[src/verilog/pmfc_pkg.sv]
package pmfc_pkg;
  // Channel counts
  localparam int NUM_BUCK = 4;
  localparam int NUM_LDO = 2;
  localparam int NUM_CH = NUM_BUCK + NUM_LDO;
  // Clock rate and restart delay
  localparam int CLK_HZ = 40000000;
  localparam int RESTART_MS = 100;
  localparam int RESTART_CYC = (CLK_HZ / 1000) * RESTART_MS;
  // Overcurrent filtering
  localparam int OC_CNT_W = 4;
  localparam logic [3:0] OC_EOC = 4'hf;
  localparam logic [3:0] CLEAN_PULSES = 4'hf;
  localparam int FOLDBACK_DIV = 4;
  localparam int FB_FOLD_MV = 500;
  localparam int HICCUP_SS_MULT = 3;
  // Voltage codes and step sizes
  localparam int VCODE_W = 8;
  localparam logic [7:0] STEP_FINE = 8'h01;
  localparam logic [7:0] STEP_COARSE = 8'h02;
  localparam int STEP_FINE_MV = 25;
  localparam int STEP_COARSE_MV = 50;
  // Hysteretic band
  localparam int HYST_BAND_PERMILLE = 29;
  // Reset values
  localparam logic [1:0] MODE_RST = 2'h0;
  // Operating modes
  typedef enum logic [1:0] {
    PMFC_ACTIVE = 2'b00,
    PMFC_LOWPWR = 2'b01,
    PMFC_PERF = 2'b10
  } pmfc_mode_t;
  // Supervisor states
  typedef enum logic [1:0] {
    PMFC_OFF = 2'b00,
    PMFC_RUN = 2'b01,
    PMFC_WAIT_COOL = 2'b10,
    PMFC_WAIT_RST = 2'b11
  } pmfc_sup_t;
endpackage : pmfc_pkg

[src/verilog/pmfc_buck_oc.sv]
module pmfc_buck_oc (
  // Clock and reset
  input wire logic i_mclk,
  input wire logic i_reset_n,
  // Switching events
  input wire logic i_hs_turn_on,
  input wire logic i_high_side_overcurrent,
  input wire logic i_fb_below_fold,
  input wire logic i_power_good,
  input wire logic i_neg_limit,
  input wire logic i_forced_pwm,
  // Hiccup control
  input wire logic i_hiccup_clear,
  // Outputs
  output logic o_end_on_time,
  output logic o_low_side_off,
  output logic o_hiccup,
  output logic o_foldback,
  output logic o_oc_status,
  output logic [3:0] o_oc_count
);
  typedef struct packed {
    logic [3:0] oc_cnt;
    logic [3:0] clean_cnt;
    logic fold;
    logic hiccup;
    logic oc_seen;
  } pmfc_buck_oc_t;
  pmfc_buck_oc_t state;
  pmfc_buck_oc_t next_state;

  always_comb begin
    next_state = state;
    if (i_hiccup_clear) begin
      next_state.hiccup = 1'b0;
      next_state.oc_cnt = 4'h0;
      next_state.clean_cnt = 4'h0;
    end
    // Counts only switching events, so foldback rate does not matter
    if (i_high_side_overcurrent) begin // RL19
      next_state.oc_seen = 1'b1;
      next_state.clean_cnt = 4'h0;
      if (state.oc_cnt != pmfc_pkg::OC_EOC) begin
        next_state.oc_cnt = state.oc_cnt + 4'h1; // RL12
      end
      if (i_fb_below_fold) begin
        next_state.fold = 1'b1; // RL11
      end
    end else if (i_hs_turn_on) begin
      if (state.clean_cnt == pmfc_pkg::CLEAN_PULSES - 4'h1) begin
        next_state.oc_cnt = 4'h0; // RL18
        next_state.clean_cnt = 4'h0;
        next_state.fold = 1'b0;
      end else begin
        next_state.clean_cnt = state.clean_cnt + 4'h1; // RL18
      end
    end
    // Stale full count must not re-arm
    if (state.oc_cnt == pmfc_pkg::OC_EOC && !i_power_good && !state.hiccup) begin
      next_state.hiccup = 1'b1; // RL13
    end
  end

  always_ff @(posedge i_mclk or negedge i_reset_n) begin
    if (!i_reset_n) begin
      state <= '0;
    end else begin
      state <= next_state;
    end
  end

  assign o_end_on_time = i_high_side_overcurrent; // RL12
  assign o_low_side_off = (i_neg_limit && i_forced_pwm) || state.hiccup; // RL21
  assign o_hiccup = state.hiccup; // RL13
  assign o_foldback = state.fold; // RL11
  assign o_oc_status = state.oc_seen; // RL20
  assign o_oc_count = state.oc_cnt;
endmodule : pmfc_buck_oc

[src/verilog/pmfc_sync.sv]
module pmfc_sync #(
  parameter int WIDTH = 3
) (
  // Clock and reset
  input wire logic i_mclk,
  input wire logic i_reset_n,
  // Data
  input wire logic [WIDTH-1:0] i_async,
  output logic [WIDTH-1:0] o_sync
);
  typedef struct packed {
    logic [WIDTH-1:0] stage1;
    logic [WIDTH-1:0] stage2;
  } pmfc_sync_t;
  pmfc_sync_t state;
  pmfc_sync_t next_state;

  always_comb begin
    next_state = state;
    next_state.stage1 = i_async;
    next_state.stage2 = state.stage1;
  end

  always_ff @(posedge i_mclk or negedge i_reset_n) begin
    if (!i_reset_n) begin
      state <= '0;
    end else begin
      state <= next_state;
    end
  end

  assign o_sync = state.stage2;
endmodule : pmfc_sync

[src/verilog/pmfc_top.sv]
// Operation
// [RL1] Performance pin reads as 0 while its unmask bit is clear.
// [RL2] Startup or restart never clears unmask bit or performance voltage codes.
// [RL3] Unmasked high performance pin at startup end enters performance at reset release.
// [RL4] Unprogrammed performance voltage falls back to active default.
// [RL5] Low-power entered first blocks later performance request while low-power pin high.
// [RL6] Performance state holds against low-power; host drops performance pin first.
// [RL7] First buck hysteretic mode only with enable and small headroom.
// [RL8] Thermal shutdown stops all channels, resets, interrupts if unmasked.
// [RL9] After cooling, wait 100 ms then restart automatically.
// [RL10] Thermal warning only interrupts when unmasked, no channel action.
// [RL11] Overcurrent with low feedback enters divide-by-four foldback.
// [RL12] Each overcurrent ends on-time and bumps four-bit counter.
// [RL13] Counter end-of-count with power-good low turns buck off, hiccup.
// [RL14] Global hiccup stops all, resets, interrupts if unmasked, restarts after 100 ms.
// [RL15] Per-channel hiccup affects one buck; reset only if sequenced.
// [RL16] Per-channel hiccup holds buck off three soft-starts, then soft-starts.
// [RL17] Reset releases after programmed delay once recovered power-good returns.
// [RL18] Fifteen clean turn-on pulses clear the overcurrent counter.
// [RL19] Counters advance on switching events, not time.
// [RL20] Overcurrent status per buck visible to host.
// [RL21] Forced PWM negative limit turns low side off, reported only.
// [RL22] LDO current limit reported only, no reset.
// [RL23] Power-good frozen during voltage scaling transitions.
// [RL24] Voltage changes step 25 mV, or 50 mV on first buck and LDOs.
// [RL25] Mode pins synchronised before arbitration.
module pmfc_top #(
  parameter int RESTART_CYCLES = pmfc_pkg::RESTART_CYC,
  parameter int SS_CYCLES = 4000,
  parameter int RST_DELAY_CYCLES = 400
) (
  // Clock and reset
  input wire logic i_mclk,
  input wire logic i_reset_n,
  // Host mode pins
  input wire logic i_perf_request_pin,
  input wire logic i_low_power_request_pin,
  input wire logic i_power_hold_pin,
  input wire logic i_start_button_n,
  // Configuration bits
  input wire logic i_perf_pin_unmask,
  input wire logic i_first_buck_hyst_enable,
  input wire logic [3:0] i_per_channel_hiccup_select,
  input wire logic [3:0] i_in_sequence,
  input wire logic i_mask_tsd,
  input wire logic i_mask_twarn,
  input wire logic i_mask_hiccup,
  // Voltage codes
  input wire logic [47:0] i_active_vcode,
  input wire logic [47:0] i_perf_vcode,
  input wire logic [5:0] i_perf_programmed,
  input wire logic [47:0] i_lowpwr_vcode,
  // Analog status
  input wire logic i_tsd_hot,
  input wire logic i_tsd_cool,
  input wire logic i_twarn,
  input wire logic i_headroom_low,
  input wire logic [5:0] i_power_good_raw,
  input wire logic [3:0] i_hs_turn_on,
  input wire logic [3:0] i_high_side_overcurrent,
  input wire logic [3:0] i_fb_below_fold,
  input wire logic [3:0] i_neg_limit,
  input wire logic [3:0] i_forced_pwm,
  input wire logic [1:0] i_ldo_limit,
  // Channel control
  output logic [5:0] o_channel_enable,
  output logic [5:0] o_soft_start,
  output logic [47:0] o_target_vcode,
  output logic [3:0] o_end_on_time,
  output logic [3:0] o_low_side_off,
  output logic [3:0] o_foldback,
  output logic o_hysteretic_light_load,
  // Host outputs
  output logic o_reset_out_n,
  output logic o_irq_out_n,
  output logic [1:0] o_mode,
  output logic [5:0] o_power_good,
  // Status readback
  output logic [3:0] o_oc_status,
  output logic [1:0] o_ldo_limit_status,
  output logic [3:0] o_neg_limit_status,
  output logic o_tsd_status,
  output logic o_twarn_status
);
  localparam int CNT_W = 32;
  if (RESTART_CYCLES < 1 || SS_CYCLES < 1 || RST_DELAY_CYCLES < 1) begin : g_bad_counts
    $error("pmfc_top: counts must be positive");
  end

  logic [2:0] pins_sync;
  logic perf_pin;
  logic lp_pin;
  logic hold_pin;
  logic [3:0] buck_hiccup;
  logic [3:0] hiccup_clear;
  logic global_hiccup;
  logic seq_hiccup;

  pmfc_sync #(
    .WIDTH(3)
  ) u_sync (
    .i_mclk(i_mclk),
    .i_reset_n(i_reset_n),
    .i_async({i_perf_request_pin, i_low_power_request_pin, i_power_hold_pin}), // RL25
    .o_sync(pins_sync)
  );

  // Masked performance pin looks like a grounded pin
  assign perf_pin = pins_sync[2] && i_perf_pin_unmask; // RL1
  assign lp_pin = pins_sync[1];
  assign hold_pin = pins_sync[0];

  genvar gi;
  generate
    for (gi = 0; gi < pmfc_pkg::NUM_BUCK; gi++) begin : g_buck
      pmfc_buck_oc u_oc (
        .i_mclk(i_mclk),
        .i_reset_n(i_reset_n),
        .i_hs_turn_on(i_hs_turn_on[gi]),
        .i_high_side_overcurrent(i_high_side_overcurrent[gi]),
        .i_fb_below_fold(i_fb_below_fold[gi]),
        .i_power_good(i_power_good_raw[gi]),
        .i_neg_limit(i_neg_limit[gi]),
        .i_forced_pwm(i_forced_pwm[gi]),
        .i_hiccup_clear(hiccup_clear[gi]),
        .o_end_on_time(o_end_on_time[gi]),
        .o_low_side_off(o_low_side_off[gi]),
        .o_hiccup(buck_hiccup[gi]),
        .o_foldback(o_foldback[gi]),
        .o_oc_status(o_oc_status[gi]),
        .o_oc_count()
      );
    end
  endgenerate

  typedef struct packed {
    pmfc_pkg::pmfc_sup_t sup;
    pmfc_pkg::pmfc_mode_t mode;
    logic [CNT_W-1:0] wait_cnt;
    logic [CNT_W-1:0] rst_cnt;
    logic [3:0][CNT_W-1:0] hic_cnt;
    logic [3:0] buck_off;
    logic [3:0] buck_ss;
    logic rst_n;
    logic tsd_flag;
    logic twarn_flag;
    logic hic_flag;
    logic [5:0] pg;
    logic [47:0] vcode;
    logic [3:0] neg_flag;
    logic [1:0] ldo_flag;
  } pmfc_top_t;
  pmfc_top_t state;
  pmfc_top_t next_state;

  logic [47:0] goal;
  logic [5:0] ramping;

  assign global_hiccup = |(buck_hiccup & ~i_per_channel_hiccup_select);
  assign seq_hiccup = |(buck_hiccup & i_per_channel_hiccup_select & i_in_sequence);

  // Goal voltages follow the selected mode; codes are host-held, never reset here
  always_comb begin
    goal = '0;
    for (int c = 0; c < pmfc_pkg::NUM_CH; c++) begin
      case (state.mode)
        pmfc_pkg::PMFC_PERF: begin
          goal[c*8 +: 8] = i_perf_programmed[c] ? i_perf_vcode[c*8 +: 8] // RL2
                                                : i_active_vcode[c*8 +: 8]; // RL4
        end
        pmfc_pkg::PMFC_LOWPWR: begin
          goal[c*8 +: 8] = i_lowpwr_vcode[c*8 +: 8];
        end
        default: begin
          goal[c*8 +: 8] = i_active_vcode[c*8 +: 8];
        end
      endcase
    end
  end

  always_comb begin
    logic [7:0] cur;
    logic [7:0] tgt;
    logic [7:0] step;
    logic [7:0] diff;
    cur = 8'h00;
    tgt = 8'h00;
    step = 8'h00;
    diff = 8'h00;
    next_state = state;
    ramping = '0;
    hiccup_clear = '0;

    // Voltage stepping toward goal
    for (int c = 0; c < pmfc_pkg::NUM_CH; c++) begin
      cur = state.vcode[c*8 +: 8];
      tgt = goal[c*8 +: 8];
      step = (c == 0 || c >= pmfc_pkg::NUM_BUCK) ? pmfc_pkg::STEP_COARSE
                                                  : pmfc_pkg::STEP_FINE; // RL24
      ramping[c] = (cur != tgt);
      if (cur < tgt) begin
        diff = tgt - cur;
        next_state.vcode[c*8 +: 8] = (diff < step) ? tgt : cur + step; // RL24
      end else if (cur > tgt) begin
        diff = cur - tgt;
        next_state.vcode[c*8 +: 8] = (diff < step) ? tgt : cur - step; // RL24
      end
      if (!ramping[c]) begin
        next_state.pg[c] = i_power_good_raw[c]; // RL23
      end
    end

    // Report-only events never touch reset
    next_state.neg_flag = state.neg_flag | (i_neg_limit & i_forced_pwm); // RL21
    next_state.ldo_flag = state.ldo_flag | i_ldo_limit; // RL22
    if (i_twarn) begin
      next_state.twarn_flag = 1'b1; // RL10
    end

    // Mode arbitration while running
    if (state.sup == pmfc_pkg::PMFC_RUN && hold_pin) begin
      case (state.mode)
        pmfc_pkg::PMFC_ACTIVE: begin
          if (perf_pin) begin
            next_state.mode = pmfc_pkg::PMFC_PERF; // RL3
          end else if (lp_pin) begin
            next_state.mode = pmfc_pkg::PMFC_LOWPWR; // RL5
          end
        end
        pmfc_pkg::PMFC_LOWPWR: begin
          if (!lp_pin) begin
            next_state.mode = perf_pin ? pmfc_pkg::PMFC_PERF : pmfc_pkg::PMFC_ACTIVE; // RL5
          end
        end
        pmfc_pkg::PMFC_PERF: begin
          if (!perf_pin) begin
            next_state.mode = lp_pin ? pmfc_pkg::PMFC_LOWPWR : pmfc_pkg::PMFC_ACTIVE; // RL6
          end
        end
        default: begin
          next_state.mode = pmfc_pkg::PMFC_ACTIVE;
        end
      endcase
    end

    // Per-channel hiccup timers
    for (int b = 0; b < pmfc_pkg::NUM_BUCK; b++) begin
      next_state.buck_ss[b] = 1'b0;
      if (buck_hiccup[b] && i_per_channel_hiccup_select[b] && !state.buck_off[b]) begin
        next_state.buck_off[b] = 1'b1; // RL15
        next_state.hic_cnt[b] = CNT_W'(pmfc_pkg::HICCUP_SS_MULT * SS_CYCLES); // RL16
        hiccup_clear[b] = 1'b1;
      end else if (state.buck_off[b]) begin
        if (state.hic_cnt[b] <= CNT_W'(1)) begin
          next_state.buck_off[b] = 1'b0;
          next_state.buck_ss[b] = 1'b1; // RL16
        end else begin
          next_state.hic_cnt[b] = state.hic_cnt[b] - CNT_W'(1);
        end
      end
    end

    // Reset release delay after power-good of sequenced rails
    if (state.sup == pmfc_pkg::PMFC_RUN && !state.rst_n) begin
      if (&(state.pg[3:0] | ~i_in_sequence) && !(|(state.buck_off & i_in_sequence))) begin
        if (state.rst_cnt >= CNT_W'(RST_DELAY_CYCLES - 1)) begin
          next_state.rst_n = 1'b1; // RL17
        end else begin
          next_state.rst_cnt = state.rst_cnt + CNT_W'(1);
        end
      end else begin
        next_state.rst_cnt = '0;
      end
    end
    if (seq_hiccup) begin
      next_state.rst_n = 1'b0; // RL15
      next_state.rst_cnt = '0;
      if (!i_mask_hiccup) begin
        next_state.hic_flag = 1'b1; // RL15
      end
    end

    // Supervisor
    case (state.sup)
      pmfc_pkg::PMFC_OFF: begin
        if (!i_start_button_n || hold_pin) begin
          next_state.sup = pmfc_pkg::PMFC_RUN;
          next_state.mode = pmfc_pkg::PMFC_ACTIVE;
          next_state.rst_cnt = '0;
        end
      end
      pmfc_pkg::PMFC_RUN: begin
        if (i_tsd_hot) begin
          next_state.sup = pmfc_pkg::PMFC_WAIT_COOL; // RL8
          next_state.rst_n = 1'b0;
          next_state.tsd_flag = state.tsd_flag | !i_mask_tsd; // RL8
        end else if (global_hiccup) begin
          next_state.sup = pmfc_pkg::PMFC_WAIT_RST; // RL14
          next_state.rst_n = 1'b0;
          next_state.wait_cnt = CNT_W'(RESTART_CYCLES);
          next_state.hic_flag = state.hic_flag | !i_mask_hiccup; // RL14
          hiccup_clear = buck_hiccup & ~i_per_channel_hiccup_select;
        end
      end
      pmfc_pkg::PMFC_WAIT_COOL: begin
        if (i_tsd_cool) begin
          next_state.sup = pmfc_pkg::PMFC_WAIT_RST; // RL9
          next_state.wait_cnt = CNT_W'(RESTART_CYCLES);
        end
      end
      pmfc_pkg::PMFC_WAIT_RST: begin
        if (state.wait_cnt <= CNT_W'(1)) begin
          next_state.sup = pmfc_pkg::PMFC_RUN; // RL9
          next_state.mode = pmfc_pkg::PMFC_ACTIVE;
          next_state.rst_cnt = '0;
          next_state.buck_off = '0;
        end else begin
          next_state.wait_cnt = state.wait_cnt - CNT_W'(1);
        end
      end
      default: begin
        next_state.sup = pmfc_pkg::PMFC_OFF;
      end
    endcase
  end

  always_ff @(posedge i_mclk or negedge i_reset_n) begin
    if (!i_reset_n) begin
      state <= '0;
    end else begin
      state <= next_state;
    end
  end

  // Channels gated by supervisor and per-buck hiccup
  always_comb begin
    o_channel_enable = '0;
    if (state.sup == pmfc_pkg::PMFC_RUN) begin
      o_channel_enable = {2'b11, ~state.buck_off}; // RL8
    end
  end
  assign o_soft_start = {2'b00, state.buck_ss};
  assign o_target_vcode = state.vcode;
  // Headroom comparator is analog; digital side just gates it
  assign o_hysteretic_light_load = i_first_buck_hyst_enable && i_headroom_low; // RL7
  assign o_reset_out_n = state.rst_n;
  assign o_irq_out_n = !(state.tsd_flag || state.hic_flag ||
                         (state.twarn_flag && !i_mask_twarn)); // RL10
  assign o_mode = state.mode;
  assign o_power_good = state.pg;
  assign o_ldo_limit_status = state.ldo_flag;
  assign o_neg_limit_status = state.neg_flag;
  assign o_tsd_status = state.tsd_flag;
  assign o_twarn_status = state.twarn_flag;
endmodule : pmfc_top
[config.mk]
export PLATFORM = sky130hd
export DESIGN_NAME = pmfc_top
export DESIGN_NICKNAME = d
export VERILOG_FILES = /design/src/verilog/pmfc_pkg.sv /design/src/verilog/pmfc_buck_oc.sv /design/src/verilog/pmfc_sync.sv /design/src/verilog/pmfc_top.sv
export SDC_FILE = /design/constraint.sdc
export NUM_CORES = 1
export LEC_CHECK = 0
export ABC_AREA = 1
export ABC_CLOCK_PERIOD_IN_PS = 4270
export BUFFER_PORTS_ARGS = -buffer_cell sky130_fd_sc_hd__buf_2
export CAP_MARGIN = 0
export CORE_UTILIZATION = 40
export DETAILED_ROUTE_END_ITERATION = 8
export GPL_TIMING_DRIVEN = 0
export SETUP_SLACK_MARGIN = 0.2
export SLEW_MARGIN = 20
export SYNTH_ARGS = -nofsm -noshare
export SYNTH_HDL_FRONTEND = slang
export SYNTH_HIERARCHICAL = 1
export SYNTH_SLANG_ARGS = --single-unit
[constraint.sdc]
create_clock -name i_mclk -period 4.27 [get_ports i_mclk]
set_clock_uncertainty 0.15 [all_clocks]
set_input_delay 0.6405 -clock i_mclk [delete_from_list [all_inputs] [get_ports i_mclk]]
set_output_delay 0.6405 -clock i_mclk [all_outputs]
set_load 0.1 [all_outputs]
==> results.py <==
metrics = {
    "worst_setup_path": {
        "crit_family": "buffers and inverters",
        "critPathMaxStageDelay_ns": 0.43,
        "timing.critical_path.buf_inv": 6,
        "crit_top_cell": "nand2_1",
        "crit_type": "flop to flop",
        "start_kind": "flop",
        "cp.required_ns": 4.58,
        "worstPathArrival_ns": 4.28,
        "crit_start": "o_mode[0]",
        "slowest_stage": "dfrtp_2",
        "rr_startpoint": "o_mode[0]",
        "crit_chain": "buf_4, ha_2, buf_6, buf_6, clkbuf_8, a32o_1, a22oi_2, ha_2, fa_2, nor2_2, nor2_2, xor2_1, o2111ai_1, nor2_2, nand2_1, buf_6, buf_4, nand2_1, a31oi_1, nand2_1, nand2_1",
        "worst_setup_path_end_kind": "flop",
        "critPathMaxFanout": 10,
    },
    "final_layout": {
        "fin_util_pct": 47.6,
        "nets": 4376,
        "area_growth_syn_to_layout_pct": 16.9,
        "finalInstanceArea_um2": 29600,
        "fillers": 6409,
        "layout-drive-gt1-share_pct": 16.0,
    },
    "sta": {
        "rsz0062_at_grt": "yes",
        "drv_slew": 0,
        "slew_headroom_pct": 52.4,
        "worstMarginPinSlew_ns": 0.708,
        "finalCritPeriodShare_pct": 93.0,
        "setup_violations": 0,
        "fmax_ghz": 0.252,
        "hold_viol_final": 0,
        "period_needed_ns": 3.97,
    },
    "clock_tree": {
        "clk_pin_slew_ns": 0.06,
        "clockRootBuffer": "clkbuf_16",
        "clkSinkCount": 318,
        "cts-htree-levels": 2,
        "cts_buffers": 41,
        "max-clock-path-buffers": 3,
        "insertion_delay_ns": 0.58,
        "cts_tree": "yes",
    },
    "global_routing": {
        "antenna_found_initial": 4,
        "grt_overflow_total": 0,
        "grt_use_total_pct": 23.5,
        "grt_pass1_wl_um": 122000,
        "grt_max_degree": 97,
        "grt_pass1_vias": 23400,
    },
    "detailed_routing": {
        "drtPass1Iterations": 7,
        "drc": 0,
        "drt_iter0_drc": 1499,
        "vias_per_cell": 5.07,
        "vias": 25100,
        "postRouteAntennaNets": 0,
        "drt-total-wl_um": 76800,
        "routedWlPerCell_um": 15.6,
    },
    "die": {
        "die-area_um2": 64300,
        "rows": 91,
        "die_w_um": 253,
        "coreArea_um2": 62100,
        "ios": 296,
        "die_h_um": 253,
        "initial_core_util_pct": 40.8,
    },
    "hold_path": {
        "min_path_type": "primary input to flop",
        "hold_start": "i_mask_hiccup",
    },
    "placement": {
        "port_buffers": 284,
        "gp_congestion": 0.927,
        "dp_hpwl_um": 60100,
        "placedInstanceArea_um2": 27900,
    },
    "synthesis": {
        "netlist_area_um2": 25300,
        "postSynthAreaPerCell_um2": 6.80,
        "netlist_instances": 3720,
        "yosys_warnings": 6,
    },
    "power": {
        "power_frac_comb_pct": 64.5,
        "power.switching_uw": 12700,
        "ir_drop_uv": 502,
        "power.density_nw_per_um2": 783,
        "clkPwrFrac_pct": 14.6,
        "power_leakage_uw": 0.0153,
        "cell_internal_pwr_uw": 10400,
        "power_frac_seq_pct": 20.9,
        "p_sw_share_pct": 55.0,
    },
    "flow_run": {
        "drv_cap": 0,
    },
    "run_status": {
        "status": "completed",
    },
}
[stage by stage]
step	setup TNS, ns	total power [µW]	hold WS [ns]	instances	worst slack [ns]
4_1_cts	0	23000	0.0729	4930	0.207
2_1_floorplan	0	16200	0.181	3721	0.331
5_1_grt	0	25200	0.0863	4938	0.185
3_3_place_gp	-1367.14	19300	0.186	4842	-4.31
6_report	0	23200	0.104	4938	0.299
3_5_place_dp	-19.00	19400	0.190	4847	-0.780
[layout by cell type, fill, tap and decap left out, types with 43 or more instances in the layout]
master       n
nor2_1     389
a21oi_1    188
xor2_1     112
dfrtp_1    316
ha_1        95
nand2_1    877
buf_4       87
buf_2      303
nand4_1    114
inv_1      515
o21ai_0    139
clkbuf_16   43
nand3_1    344
nor3_1      62
[registers in the layout, indices dropped and copies added (netlist names), 2 cells and up]
signal	flops
state	199
o_target_vcode	48
g_buck.u_oc/o_oc_count	16
g_buck.u_oc/state	16
o_power_good	6
g_buck.u_oc/o_foldback	4
g_buck.u_oc/o_hiccup	4
g_buck.u_oc/o_oc_status	4
o_neg_limit_status	4
o_soft_start	4
u_sync/next_state	3
u_sync/o_sync	3
o_ldo_limit_status	2
o_mode	2
[layout make-up]
class,instances,area (µm²),share of cell area [%]
diodes,2,5.00,0.0169
plain buffers,150,1070,3.61
clock buffers,56,1160,3.94
clock inverters,20,140,0.474
inverters,541,2040,6.89
multi-input cells,2712,14500,49.0
flip-flops and latches,318,7960,26.9
well taps,837,1050,3.54
repair buffers,302,1650,5.59
[power groups by stage]
| stage | sequential, µW | clock (µW) | combinational, µW |
|---|---|---|---|
| global route | 4970 | 3610 | 16600 |
| finish | 4840 | 3390 | 14900 |
| CTS | 4830 | 3500 | 14700 |
| global placement | 4870 | 0 | 14500 |
| floorplan | 4570 | 0 | 11600 |
| detailed placement | 4870 | 0 | 14500 |
[what timing repair did]
item,CTS,global route
buffers inserted,3,6
gates cloned,0,0
pin swaps,2,11
hold endpoints to repair,41,0
setup endpoints to repair,50,48
hold buffers,4,0
resized for setup,27,52
[metal layers]
layer  wire length, µm  up-vias  track usage (%)
met4              2010        2             7.27
li1                  -    12800                -
met1             35600    11500             31.4
met5                14        -                0
met3              4280      115             3.35
met2             34900      660             38.9
[worst paths after layout]
| kind | end | slack, ns | cells after the start |
|---|---|---|---|
| worst min register to register | u_sync/o_sync[1] | 0.20 | 0 |
| min in group asynchronous | o_target_vcode[37] | 0.39 | 2 |
| worst max register to register | o_target_vcode[17] | 0.30 | 21 |
| worst max-delay path | o_target_vcode[17] | 0.30 | 21 |
| worst min-delay path | state[60] | 0.10 | 2 |
| max in group asynchronous | state[122] | 2.29 | 4 |
(Power assumes the default switching activity.)
